===== src/szi_pkg.sv =====
// constants and types shared by the zone interlock scanner logic
package szi_pkg;
    // clock and scan timing
    localparam int CLK_PERIOD_NS   = 4;
    localparam int STEP_TIME_NS    = 1000;
    localparam int STEP_CYCLES     = STEP_TIME_NS / CLK_PERIOD_NS;
    localparam int STEP_CDEG       = 36;
    localparam int SECTOR_CDEG     = 19000;
    localparam int STEPS_PER_SCAN  = SECTOR_CDEG / STEP_CDEG + 1;
    localparam int LIGHT_MM_PER_US = 299792;
    localparam int MM_PER_CYCLE    = LIGHT_MM_PER_US * CLK_PERIOD_NS / 2000;
    localparam int NUM_PAIRS       = 4;

    // register indices on the plain register port
    localparam logic [3:0] ADDR_CTRL  = 4'h0;
    localparam logic [3:0] ADDR_STAT  = 4'h1;
    localparam logic [3:0] ADDR_MASK  = 4'h2;
    localparam logic [3:0] ADDR_STATE = 4'h3;
    localparam logic [3:0] ADDR_DZ0   = 4'h4;
    localparam logic [3:0] ADDR_WZ0   = 4'h8;

    // reset values
    localparam logic [15:0] CTRL_RST = 16'h0001;
    localparam logic [15:0] DZ_RST   = 16'h07D0;
    localparam logic [15:0] WZ_RST   = 16'h0FA0;
    localparam logic [1:0]  PAIR_RST = 2'h0;

    // control byte fields
    localparam int CB_ZONE_LSB = 0;
    localparam int CB_PROXY    = 6;
    // status byte fields
    localparam int SB_PAIR_LSB = 0;
    localparam int SB_ZFAULT   = 3;
    localparam int SB_WARN     = 5;
    localparam int SB_DET      = 6;
    localparam int SB_SAFE     = 7;
    // control register bit
    localparam int CTRL_SCAN_EN = 0;
    // event bits of status and mask registers
    localparam int EV_DET    = 0;
    localparam int EV_WARN   = 1;
    localparam int EV_ZFAULT = 2;
    localparam int EV_SCAN   = 3;
    localparam int EV_W      = 4;

    typedef enum logic [1:0] {
        SC_IDLE = 2'b01,
        SC_WAIT = 2'b10
    } szi_scan_e;
endpackage


===== src/szi_scan_if.sv =====
// link between the interlock core and the pulse ranging engine
`timescale 1ns/100ps
interface szi_scan_if;
    logic        enable;
    logic        dist_valid;
    logic        echo_hit;
    logic [15:0] dist_mm;
    logic        scan_end;

    modport ctrl (output enable, input dist_valid, echo_hit, dist_mm,
                  scan_end);
    modport scan (input enable, output dist_valid, echo_hit, dist_mm,
                  scan_end);
endinterface


===== src/szi_scan.sv =====
// pulse ranging engine: one laser shot per angular step, time of flight
`timescale 1ns/100ps
module szi_scan #(
    parameter int STEP_CYCLES = szi_pkg::STEP_CYCLES,
    parameter int STEPS       = szi_pkg::STEPS_PER_SCAN
) (
    input  wire logic mclk,
    input  wire logic arst_n,
    input  wire logic echo_in,
    output logic      laser_pulse,
    szi_scan_if.scan  sif
);
    szi_pkg::szi_scan_e st_reg, st_next;
    logic [11:0] div_reg,   div_next;
    logic [9:0]  angle_reg, angle_next;
    logic [11:0] tof_reg,   tof_next;
    logic        laser_reg, laser_next;
    logic        dv_reg,    dv_next;
    logic        hit_reg,   hit_next;
    logic        end_reg,   end_next;
    logic [15:0] dist_reg,  dist_next;
    logic [23:0] prod;
    logic        tick;
    logic        done;

    // distance is half the round trip; saturate beyond 16 bits
    assign prod = 24'(tof_reg) * 24'(szi_pkg::MM_PER_CYCLE);

    always_comb begin
        st_next    = st_reg;
        div_next   = div_reg;
        angle_next = angle_reg;
        tof_next   = tof_reg;
        laser_next = 1'b0;
        dv_next    = 1'b0;
        end_next   = 1'b0;
        hit_next   = hit_reg;
        dist_next  = dist_reg;
        done       = 1'b0;
        tick       = sif.enable && (div_reg == 12'(STEP_CYCLES - 1));
        div_next   = (!sif.enable || tick) ? 12'h000 : div_reg + 12'h001;
        case (st_reg)
            szi_pkg::SC_IDLE: begin
                if (tick) begin
                    laser_next = 1'b1;
                    tof_next   = 12'h000;
                    st_next    = szi_pkg::SC_WAIT;
                end
            end
            szi_pkg::SC_WAIT: begin
                tof_next = tof_reg + 12'h001;
                if (echo_in) begin
                    done      = 1'b1;
                    hit_next  = 1'b1;
                    dist_next = (prod[23:16] != 8'h00) ? 16'hFFFF
                                                      : prod[15:0];
                end else if (tof_reg == 12'(STEP_CYCLES - 2)) begin
                    // no echo before the next shot: nothing in range
                    done      = 1'b1;
                    hit_next  = 1'b0;
                    dist_next = 16'hFFFF;
                end
            end
            default: st_next = szi_pkg::SC_IDLE;
        endcase
        if (done) begin
            dv_next = 1'b1;
            st_next = szi_pkg::SC_IDLE;
            if (angle_reg == 10'(STEPS - 1)) begin
                angle_next = 10'h000;
                end_next   = 1'b1;
            end else begin
                angle_next = angle_reg + 10'h001;
            end
        end
        if (!sif.enable) begin
            st_next    = szi_pkg::SC_IDLE;
            angle_next = 10'h000;
        end
    end

    // state registers
    always_ff @(posedge mclk or negedge arst_n) begin
        if (!arst_n) begin
            st_reg    <= szi_pkg::SC_IDLE;
            div_reg   <= 12'h000;
            angle_reg <= 10'h000;
            tof_reg   <= 12'h000;
            laser_reg <= 1'b0;
            dv_reg    <= 1'b0;
            hit_reg   <= 1'b0;
            end_reg   <= 1'b0;
            dist_reg  <= 16'hFFFF;
        end else begin
            st_reg    <= st_next;
            div_reg   <= div_next;
            angle_reg <= angle_next;
            tof_reg   <= tof_next;
            laser_reg <= laser_next;
            dv_reg    <= dv_next;
            hit_reg   <= hit_next;
            end_reg   <= end_next;
            dist_reg  <= dist_next;
        end
    end

    assign laser_pulse    = laser_reg;
    assign sif.dist_valid = dv_reg;
    assign sif.echo_hit   = hit_reg;
    assign sif.dist_mm    = dist_reg;
    assign sif.scan_end   = end_reg;
endmodule


===== src/szi_core.sv =====
// zone interlock scanner core: zone pairs, status byte, registers
//
// Chosen here: the plain strobed port and the register offsets.
`timescale 1ns/100ps
module szi_core #(
    parameter int STEP_CYCLES = szi_pkg::STEP_CYCLES,
    parameter int STEPS       = szi_pkg::STEPS_PER_SCAN,
    parameter int NUM_PAIRS   = szi_pkg::NUM_PAIRS
) (
    input  wire logic        mclk,
    input  wire logic        arst_n,
    input  wire logic [3:0]  reg_addr,
    input  wire logic [15:0] reg_wdata,
    input  wire logic        reg_wr,
    input  wire logic        reg_rd,
    output logic      [15:0] reg_rdata,
    input  wire logic        ctrl_valid,
    input  wire logic [7:0]  ctrl_byte,
    output logic             status_valid,
    output logic      [7:0]  status_byte,
    input  wire logic        echo_in,
    output logic             laser_pulse,
    output logic             irq
);
    localparam int EVW = szi_pkg::EV_W;

    szi_scan_if sif ();

    logic [15:0]    ctrl_reg,  ctrl_next;
    logic [EVW-1:0] mask_reg,  mask_next;
    logic [EVW-1:0] stat_reg,  stat_next;
    logic [15:0]    dz_reg [NUM_PAIRS];
    logic [15:0]    wz_reg [NUM_PAIRS];
    logic [1:0]     pair_reg,  pair_next;
    logic           zf_reg,    zf_next;
    logic           safe_reg,  safe_next;
    logic           det_reg,   det_next;
    logic           warn_reg,  warn_next;
    logic           dacc_reg,  dacc_next;
    logic           wacc_reg,  wacc_next;
    logic           sv_reg,    sv_next;
    logic [7:0]     sb_reg,    sb_next;
    logic [15:0]    rd_reg,    rd_next;
    logic [EVW-1:0] events;
    logic [2:0]     zone_num;
    logic           zone_ok;
    logic           zone_evt;
    logic           det_now;
    logic           warn_now;

    // ranging engine, enabled from the control register
    szi_scan #(
        .STEP_CYCLES (STEP_CYCLES),
        .STEPS       (STEPS)
    ) u_scan (
        .mclk        (mclk),
        .arst_n      (arst_n),
        .echo_in     (echo_in),
        .laser_pulse (laser_pulse),
        .sif         (sif.scan)
    );

    assign sif.enable = ctrl_reg[szi_pkg::CTRL_SCAN_EN];

    // per pair contour limits, written over the register port
    genvar gi;
    generate
        for (gi = 0; gi < NUM_PAIRS; gi++) begin : g_pair
            logic [15:0] dz_next;
            logic [15:0] wz_next;
            always_comb begin
                dz_next = dz_reg[gi];
                wz_next = wz_reg[gi];
                if (reg_wr && reg_addr == szi_pkg::ADDR_DZ0 + 4'(gi)) begin
                    dz_next = reg_wdata;
                end
                if (reg_wr && reg_addr == szi_pkg::ADDR_WZ0 + 4'(gi)) begin
                    wz_next = reg_wdata;
                end
            end
            always_ff @(posedge mclk or negedge arst_n) begin
                if (!arst_n) begin
                    dz_reg[gi] <= szi_pkg::DZ_RST;
                    wz_reg[gi] <= szi_pkg::WZ_RST;
                end else begin
                    dz_reg[gi] <= dz_next;
                    wz_reg[gi] <= wz_next;
                end
            end
        end
    endgenerate

    // control byte taken only on a bus cycle
    assign zone_num = ctrl_byte[szi_pkg::CB_ZONE_LSB +: 3];
    // a pair outside 1..4 or proxy selection cannot be honoured here
    assign zone_ok  = (zone_num >= 3'h1) && (zone_num <= 3'(NUM_PAIRS))
                      && !ctrl_byte[szi_pkg::CB_PROXY];
    assign zone_evt = ctrl_valid && !zone_ok;

    // single active pair, kept on a bad request
    always_comb begin
        pair_next = pair_reg;
        zf_next   = zf_reg;
        if (ctrl_valid) begin
            zf_next = !zone_ok;
            if (zone_ok) begin
                pair_next = 2'(zone_num - 3'h1);
            end
        end
    end

    always_ff @(posedge mclk or negedge arst_n) begin
        if (!arst_n) begin
            pair_reg <= szi_pkg::PAIR_RST;
            zf_reg   <= 1'b0;
        end else begin
            pair_reg <= pair_next;
            zf_reg   <= zf_next;
        end
    end

    // hits against the active pair's two contours
    assign det_now  = sif.dist_valid && sif.echo_hit
                      && (sif.dist_mm < dz_reg[pair_reg]);
    assign warn_now = sif.dist_valid && sif.echo_hit
                      && (sif.dist_mm < wz_reg[pair_reg]);

    // safe bit drops at once, returns after a clear scan
    // re-arming only at scan end avoids chatter at a contour edge
    always_comb begin
        safe_next = safe_reg;
        det_next  = det_reg;
        warn_next = warn_reg;
        dacc_next = dacc_reg | det_now;
        wacc_next = wacc_reg | warn_now;
        if (det_now) begin
            safe_next = 1'b0;
            det_next  = 1'b1;
        end
        if (warn_now) begin
            warn_next = 1'b1;
        end
        if (sif.scan_end) begin
            safe_next = !(dacc_reg | det_now);
            det_next  = dacc_reg | det_now;
            warn_next = wacc_reg | warn_now;
            dacc_next = 1'b0;
            wacc_next = 1'b0;
        end
        // a stopped scanner cannot vouch for the zone
        if (!sif.enable) begin
            safe_next = 1'b0;
            dacc_next = 1'b0;
            wacc_next = 1'b0;
        end
    end

    always_ff @(posedge mclk or negedge arst_n) begin
        if (!arst_n) begin
            safe_reg <= 1'b0;
            det_reg  <= 1'b0;
            warn_reg <= 1'b0;
            dacc_reg <= 1'b0;
            wacc_reg <= 1'b0;
        end else begin
            safe_reg <= safe_next;
            det_reg  <= det_next;
            warn_reg <= warn_next;
            dacc_reg <= dacc_next;
            wacc_reg <= wacc_next;
        end
    end

    // status byte snapshot answered for every control byte
    always_comb begin
        sv_next = ctrl_valid;
        sb_next = sb_reg;
        if (ctrl_valid) begin
            sb_next = 8'h00;
            sb_next[szi_pkg::SB_SAFE]   = safe_reg;
            sb_next[szi_pkg::SB_DET]    = det_reg;
            sb_next[szi_pkg::SB_WARN]   = warn_reg;
            sb_next[szi_pkg::SB_ZFAULT] = !zone_ok;
            sb_next[szi_pkg::SB_PAIR_LSB +: 3] = 3'(pair_next) + 3'h1;
        end
    end

    always_ff @(posedge mclk or negedge arst_n) begin
        if (!arst_n) begin
            sv_reg <= 1'b0;
            sb_reg <= 8'h00;
        end else begin
            sv_reg <= sv_next;
            sb_reg <= sb_next;
        end
    end

    // event sources; a new event wins over a write-one clear
    always_comb begin
        events = '0;
        events[szi_pkg::EV_DET]    = safe_reg && !safe_next;
        events[szi_pkg::EV_WARN]   = !warn_reg && warn_next;
        events[szi_pkg::EV_ZFAULT] = zone_evt;
        events[szi_pkg::EV_SCAN]   = sif.scan_end;
    end

    // control, mask and sticky status registers
    always_comb begin
        ctrl_next = ctrl_reg;
        mask_next = mask_reg;
        stat_next = stat_reg;
        if (reg_wr && reg_addr == szi_pkg::ADDR_CTRL) begin
            ctrl_next = reg_wdata;
        end
        if (reg_wr && reg_addr == szi_pkg::ADDR_MASK) begin
            mask_next = reg_wdata[EVW-1:0];
        end
        if (reg_wr && reg_addr == szi_pkg::ADDR_STAT) begin
            stat_next = stat_reg & ~reg_wdata[EVW-1:0];
        end
        stat_next = stat_next | events;
    end

    always_ff @(posedge mclk or negedge arst_n) begin
        if (!arst_n) begin
            ctrl_reg <= szi_pkg::CTRL_RST;
            mask_reg <= '0;
            stat_reg <= '0;
        end else begin
            ctrl_reg <= ctrl_next;
            mask_reg <= mask_next;
            stat_reg <= stat_next;
        end
    end

    // read mux; unmapped addresses read zero
    always_comb begin
        rd_next = 16'h0000;
        if (reg_rd) begin
            case (reg_addr)
                szi_pkg::ADDR_CTRL:  rd_next = ctrl_reg;
                szi_pkg::ADDR_STAT:  rd_next = 16'(stat_reg);
                szi_pkg::ADDR_MASK:  rd_next = 16'(mask_reg);
                szi_pkg::ADDR_STATE: begin
                    rd_next[7]   = safe_reg;
                    rd_next[6]   = det_reg;
                    rd_next[5]   = warn_reg;
                    rd_next[3]   = zf_reg;
                    rd_next[1:0] = pair_reg;
                end
                default: begin
                    if (reg_addr >= szi_pkg::ADDR_DZ0
                        && reg_addr < szi_pkg::ADDR_DZ0 + 4'(NUM_PAIRS)) begin
                        rd_next = dz_reg[2'(reg_addr - szi_pkg::ADDR_DZ0)];
                    end else if (reg_addr >= szi_pkg::ADDR_WZ0
                        && reg_addr < szi_pkg::ADDR_WZ0 + 4'(NUM_PAIRS)) begin
                        rd_next = wz_reg[2'(reg_addr - szi_pkg::ADDR_WZ0)];
                    end
                end
            endcase
        end
    end

    always_ff @(posedge mclk or negedge arst_n) begin
        if (!arst_n) begin
            rd_reg <= 16'h0000;
        end else begin
            rd_reg <= rd_next;
        end
    end

    assign reg_rdata    = rd_reg;
    assign status_valid = sv_reg;
    assign status_byte  = sb_reg;
    assign irq          = |(stat_reg & mask_reg);
endmodule


===== config.mk =====
export PLATFORM = sky130hd
export DESIGN_NAME = szi_core
export DESIGN_NICKNAME = d
export VERILOG_FILES = /design/src/szi_pkg.sv /design/src/szi_scan_if.sv /design/src/szi_scan.sv /design/src/szi_core.sv
export SDC_FILE = /design/constraint.sdc
export NUM_CORES = 1
export LEC_CHECK = 0
export ABC_AREA = 1
export BUFFER_PORTS_ARGS = -buffer_cell sky130_fd_sc_hd__buf_4
export CAP_MARGIN = 20
export CORE_UTILIZATION = 55
export CTS_CLUSTER_DIAMETER = 120
export DETAILED_ROUTE_END_ITERATION = 6
export GPL_TIMING_DRIVEN = 0
export PLACE_DENSITY = 0.81
export SYNTH_ARGS = -nofsm -noshare
export SYNTH_HDL_FRONTEND = slang
export SYNTH_SLANG_ARGS = --single-unit

===== constraint.sdc =====
create_clock -name mclk -period 8.6 [get_ports mclk]
set_clock_uncertainty 0.1 [all_clocks]
set_input_delay 0 -clock mclk [delete_from_list [all_inputs] [get_ports mclk]]
set_output_delay 0 -clock mclk [all_outputs]
set_load 0.01 [all_outputs]

; Yosys cells after proc, flatten, opt, wreduce, memory -nomap -nowiden
; Index checks and enable logic that the tools add are counted.
[op_classes]
add_sub_neg = 7
mul = 1
div_mod_pow = 0
n_lt_le_gt_ge = 11
n_eq_ne = 20
n_shift = 0
muxes = 58
bitwise = 9
reduce_logical = 40
[op_table]
columns = cell, n
row1 = $mux 16, 14
row2 = $bmux 16 s2, 4
row3 = $lt 16x16->1, 2
row4 = $mux 10, 3
row5 = $add 12x1->12 const B, 2
row6 = $eq 12x8->1 const B, 2
row7 = $mux 12, 2
row8 = $pmux 12 s2, 1
row9 = $logic_and 1x1->1, 22
row10 = $mul 12x10->22 const B, 1
row11 = $mux 1, 21
row12 = $eq 4x3->1 const B, 4
row13 = $eq 4x4->1 const B, 4
row14 = $pmux 8 s2, 1
row15 = $add 10x1->10 const B, 1
row16 = $eq 10x10->1 const B, 1
row17 = $mux 2, 5
row18 = $ge 3x3->1 const B, 3
row19 = $not 2->3, 3
row20 = $pmux 3 s3, 1
row21 = $and 4x4->4, 2
row22 = $eq 4x2->1 const B, 2
row23 = $lt 4x4->1 const B, 2
row24 = $pmux 1 s4, 2
row25 = 28 further kinds, 41
[totals]
register_bits = 240
latchBits = 0
ramBits = 0
mem_bits_ro = 0
input_bits = 34
out_inout_bits = 27
wordCells = 176
mem_count = 0

; Logic depth before layout (Yosys ltp)
[logic_depth]
ltp_word = 13
ltp_mapped = 25
depth_no_buf = 24

; Hierarchy
; Synthesis repeated with hierarchy kept, for this count alone.
[unflattened]
cells_unflattened = 1872
area_unflattened_um2 = 15053.2
[modules_own_cells]
columns = module, n_inst, cells_per_inst, area_each_um2, seq_area_each_um2
row1 = szi_core, 1, 1172, 9527.9, 4640.7
row2 = szi_scan, 1, 700, 5525.3, 1422.6

; Worst setup path before layout
; Ideal clock, no wire load.
[synth_path]
path_kind = register -> register
from = register u_scan.tof_reg[8]
to = register u_scan.dist_reg[10], in the netlist u_scan.sif.dist_mm[10]
setup_ps = 72
arrival_ps = 4429
required_time_ps = 8428
path_slack_ps = 3999
path_stages_with_launch = 24
path_buffers = 1
synth_period_minus_slack_ps = 4601
cell_sequence = dfrtp_1 inv_1 ha_1 inv_1 fa_1 fa_1 inv_1 fa_1 inv_1 fa_1 inv_1 ha_1 inv_1 o21bai_1 a21oi_1 nand2_1 nand2_1 nand3_1 xor2_1 nor2_4 buf_12 nand3_2 nand2_1 inv_1
[synth_via]
elab_chain_len = 4
word_cells_on_any_way = 7
classes_between = 1 x mul / 1 x eq/ne / 2 x mux / 3 x reduce/logical
[synth_rtl]
columns = element, line
row1 = start: declaration, szi_scan.sv:16  ; logic [11:0] tof_reg, tof_next;
row2 = start signal: assignment, szi_scan.sv:98  ; tof_reg <= tof_next;
row3 = $mul 12x10->22, szi_scan.sv:27  ; assign prod = 24'(tof_reg) * 24'(szi_pkg::MM_PER_CYCLE);
row4 = $reduce_bool 8->1, szi_scan.sv:55  ; dist_next = (prod[23:16] != 8'h00) ? 16'hFFFF
row5 = $mux 16, szi_scan.sv:55
row6 = $mux 16, szi_scan.sv:52  ; if (echo_in) begin
row7 = end signal: assignment, szi_scan.sv:103  ; dist_reg <= dist_next;
row8 = end: declaration, szi_scan.sv:21  ; logic [15:0] dist_reg, dist_next;
; Parallel ways exist; a longest one is shown, timed or not.
; A chain may end at the register's enable or synchronous reset.

; Worst setup path in the final report
[layout_path]
from = register u_scan.tof_reg[8]
to = register u_scan.dist_reg[8], in the netlist u_scan.sif.dist_mm[8]
; Same word-level chain as after synthesis.

==> run metrics <==
CTS Sinks ~240; Total Wirelength about 46000 um; total track usage 0.334; Pre-Repair DR Iteration Count 7; count of final setup violators 0; Fmax 0.192 GHz; largest net degree at the start of global routing 98; antenna-violating nets left 0; final hold viol count 0; Worst-Margin Slew around 0.86 ns; sw power 1.07 mW; arrival time worst endpoint ~5.6 ns; DRC 6; fillers about 2200; Synth top area share 0.291; post-synthesis sequential area ratio 0.407; static leakage roughly 8.3 nW; number of CTS-inserted buffers 27; Clock Latency Late Sink around 0.54 ns; failing checks DRC; Overall Power approximately 3.4 mW; Final Max Slew Viols 0; type of origin of the critical path register; cts repair resizes 0; WS Path Type reg -> reg; Yosys top cell by area dfrtp_1; Gate power share 0.214; EDFF count, synth 0; worst endpoint required time around 9.0 ns; most common cell after layout, fill and taps aside nand2_1; Hold Path Class in -> async; share of layout cells above drive strength 1 0.125; Slew headroom 0.429; cell count after synthesis between 1500 and 2000; Die Height between 150 and 200 um; post-CTS setup buffers 0; RD Place Congestion between 0.9 and 1; syn_nets 1993; final-stage net count between 2000 and 2500; clk root buf clkbuf_16; CP max FO 10; Worst Setup End Kind register; Via density approximately 6.0; Die X 167 um; initial core utilization 0.567; average wire per standard cell 20.0 um; Core ar. approximately 26000 sq um; CTS tree done; part of the power in registers 0.427; Setup WS post-layout between 3 and 4 ns; CTS Buffer Depth 3; Syn Area/Cell between 8 and 9 sq um; Setup TNS Final 0 ns; ant diodes 0; H-tree depth 1; Max-Cap Viols 0; P&R area growth vs syn 14.6%; DRT iter0 DRCs approximately 1800; total number of vias 13781; Row Count slightly below 60; commonest non-fill, non-tap cells in the layout nand2_1 (354), inv_1 (236), o21ai_0 (218); RSZ-0062 raised after global routing no; Port-buffer cells between 50 and 60; Clock power frac 0.360; GRT overflow 0; Synth Cell Area 14900 sq um; pre-CTS setup slack between 3 and 4 ns; top cells by area, synth dfrtp_1 (29%), dfstp_2 (12%), ha_1 (10%); io pins 61; pwr/cell area between 200 and 250 nW/um^2; number of global-route vias before repair approximately 14000; Int Power between 2 and 2.5 mW; HPWL after detailed placement around 33000 um; FFs w/ async S/R, synth 1.00; Peak VDD IR about 0.18 mV; min cycle time layout 5.22 ns; initial antenna violation count 0; first-pass GRT wire length around 73000 um; Sw Share 0.313; status complete, but fails checks; fin crit share 0.607; Synth Flop Type dfrtp_1; full die area approximately 28000 sq um; FF+latch count, synth approximately 240; Yosys cell types 56; Final Util 0.649; Clock transition at path regs 0.06 ns; Synth Warn # 0
-- routing by layer --
layer / routed length (um) / GRT usage / vias to the layer above
met5: 0 / 0 / -
met4: 2250 / 0.143 / 0
met3: 5100 / 0.0825 / 185
met2: 19600 / 0.507 / 831
met1: 18600 / 0.456 / 6520
li1: - / - / 6245
-- cell usage after synthesis, drive strengths merged, types with 5 or more instances --
| master | number |
|---|---|
| dfrtp | 173 |
| nand3 | 51 |
| o21ai | 227 |
| o211ai | 5 |
| buf | 20 |
| a221oi | 11 |
| a21oi | 145 |
| dfstp | 66 |
| a22oi | 23 |
| xor2 | 13 |
| o31ai | 6 |
| nor3 | 14 |
| fa | 32 |
| o21a | 8 |
| nand4 | 8 |
| nor2 | 141 |
| o22ai | 23 |
| inv | 241 |
| nand2 | 360 |
| clkbuf | 54 |
| ha | 119 |
| a211oi | 10 |
| or2 | 17 |
-- worst paths after layout --
kind	from	end	slack [ns]	cells past startpoint
min in group mclk	ctrl_valid	status_valid$_DFF_PN0_	0.07	2
setup / recovery	u_scan.tof_reg[8]$_DFFE_PN0P_	u_scan.sif.dist_mm[8]$_DFFE_PN1P_	3.38	23
hold / removal	arst_n	u_scan.sif.dist_mm[9]$_DFFE_PN1P_	0.03	2
setup reg to reg	u_scan.tof_reg[8]$_DFFE_PN0P_	u_scan.sif.dist_mm[8]$_DFFE_PN1P_	3.38	23
hold reg to reg	status_byte[6]$_DFFE_PN0P_	status_byte[6]$_DFFE_PN0P_	0.37	2
max in group asynchronous	arst_n	dz_reg[55]$_DFFE_PN1P_	7.83	3
-- per-stage QoR --
step / std cells / cell area (sq um) / hold WS, ns
2_1_floorplan: 1808 / 14900 / -0.396
3_3_place_gp: 2195 / 15700 / 0.0686
3_5_place_dp: 2197 / 15800 / -0.155
4_1_cts: 2281 / 17100 / 0.0128
5_1_grt: 2281 / 17100 / 0.0351
6_report: 2281 / 17100 / 0.0272
-- critical path: stages (launching register included) --
cell      delay (ns)
dfrtp_1         0.54
inv_1           0.16
ha_1            0.31
inv_1           0.05
fa_1            0.49
fa_1            0.49
inv_1           0.05
fa_1            0.53
inv_1           0.05
fa_1            0.51
inv_1           0.04
ha_1            0.31
inv_1           0.10
o21bai_1        0.10
a21oi_1         0.21
nand2_1         0.11
nand2_1         0.07
nand3_1         0.08
xor2_1          0.18
nor2_4          0.26
buf_12          0.18
nand3_2         0.10
nand2_1         0.07
inv_1           0.04
-- power by group through the flow --
stage | registers, mW | logic [mW] | clock network [mW]
after floorplan | 1.44 | 0.443 | 0
after global placement | 1.46 | 0.657 | 0
after detailed placement | 1.47 | 0.688 | 0
after CTS | 1.45 | 0.708 | 1.24
after global routing | 1.47 | 0.810 | 1.28
final | 1.46 | 0.731 | 1.23
-- final cells by class --
cell class / count / area (sq um) / share of cell area
multi-input cells: 1253 / 7590 / 0.445
flip-flops and latches: 239 / 6060 / 0.355
inverters: 242 / 908 / 0.0532
repair buffers: 88 / 803 / 0.0471
clock buffers: 40 / 795 / 0.0466
well taps: 335 / 419 / 0.0246
plain buffers: 74 / 337 / 0.0197
clock inverters: 10 / 154 / 0.00902
-- what timing repair did --
item                                    4_1_cts  5_1_grt
hold endpoints to repair                    366        0
hold buffers                                 34        0
endpoints found under the setup margin        0        0
-- logic make-up (layout without fill, tap and decap cells) --
kind of cell	count (synthesis)	count (layout)	share of synthesized area
adders and majority gates	151	151	0.143
other	1	1	0.000252
AOI/OAI and AO/OA	489	489	0.188
xor gates and xnor gates	15	15	0.00882
and+or+nand+nor	597	597	0.170
DFF	239	239	0.407
buffers and inverters	316	454	0.0836
(Power assumes the default switching activity.)
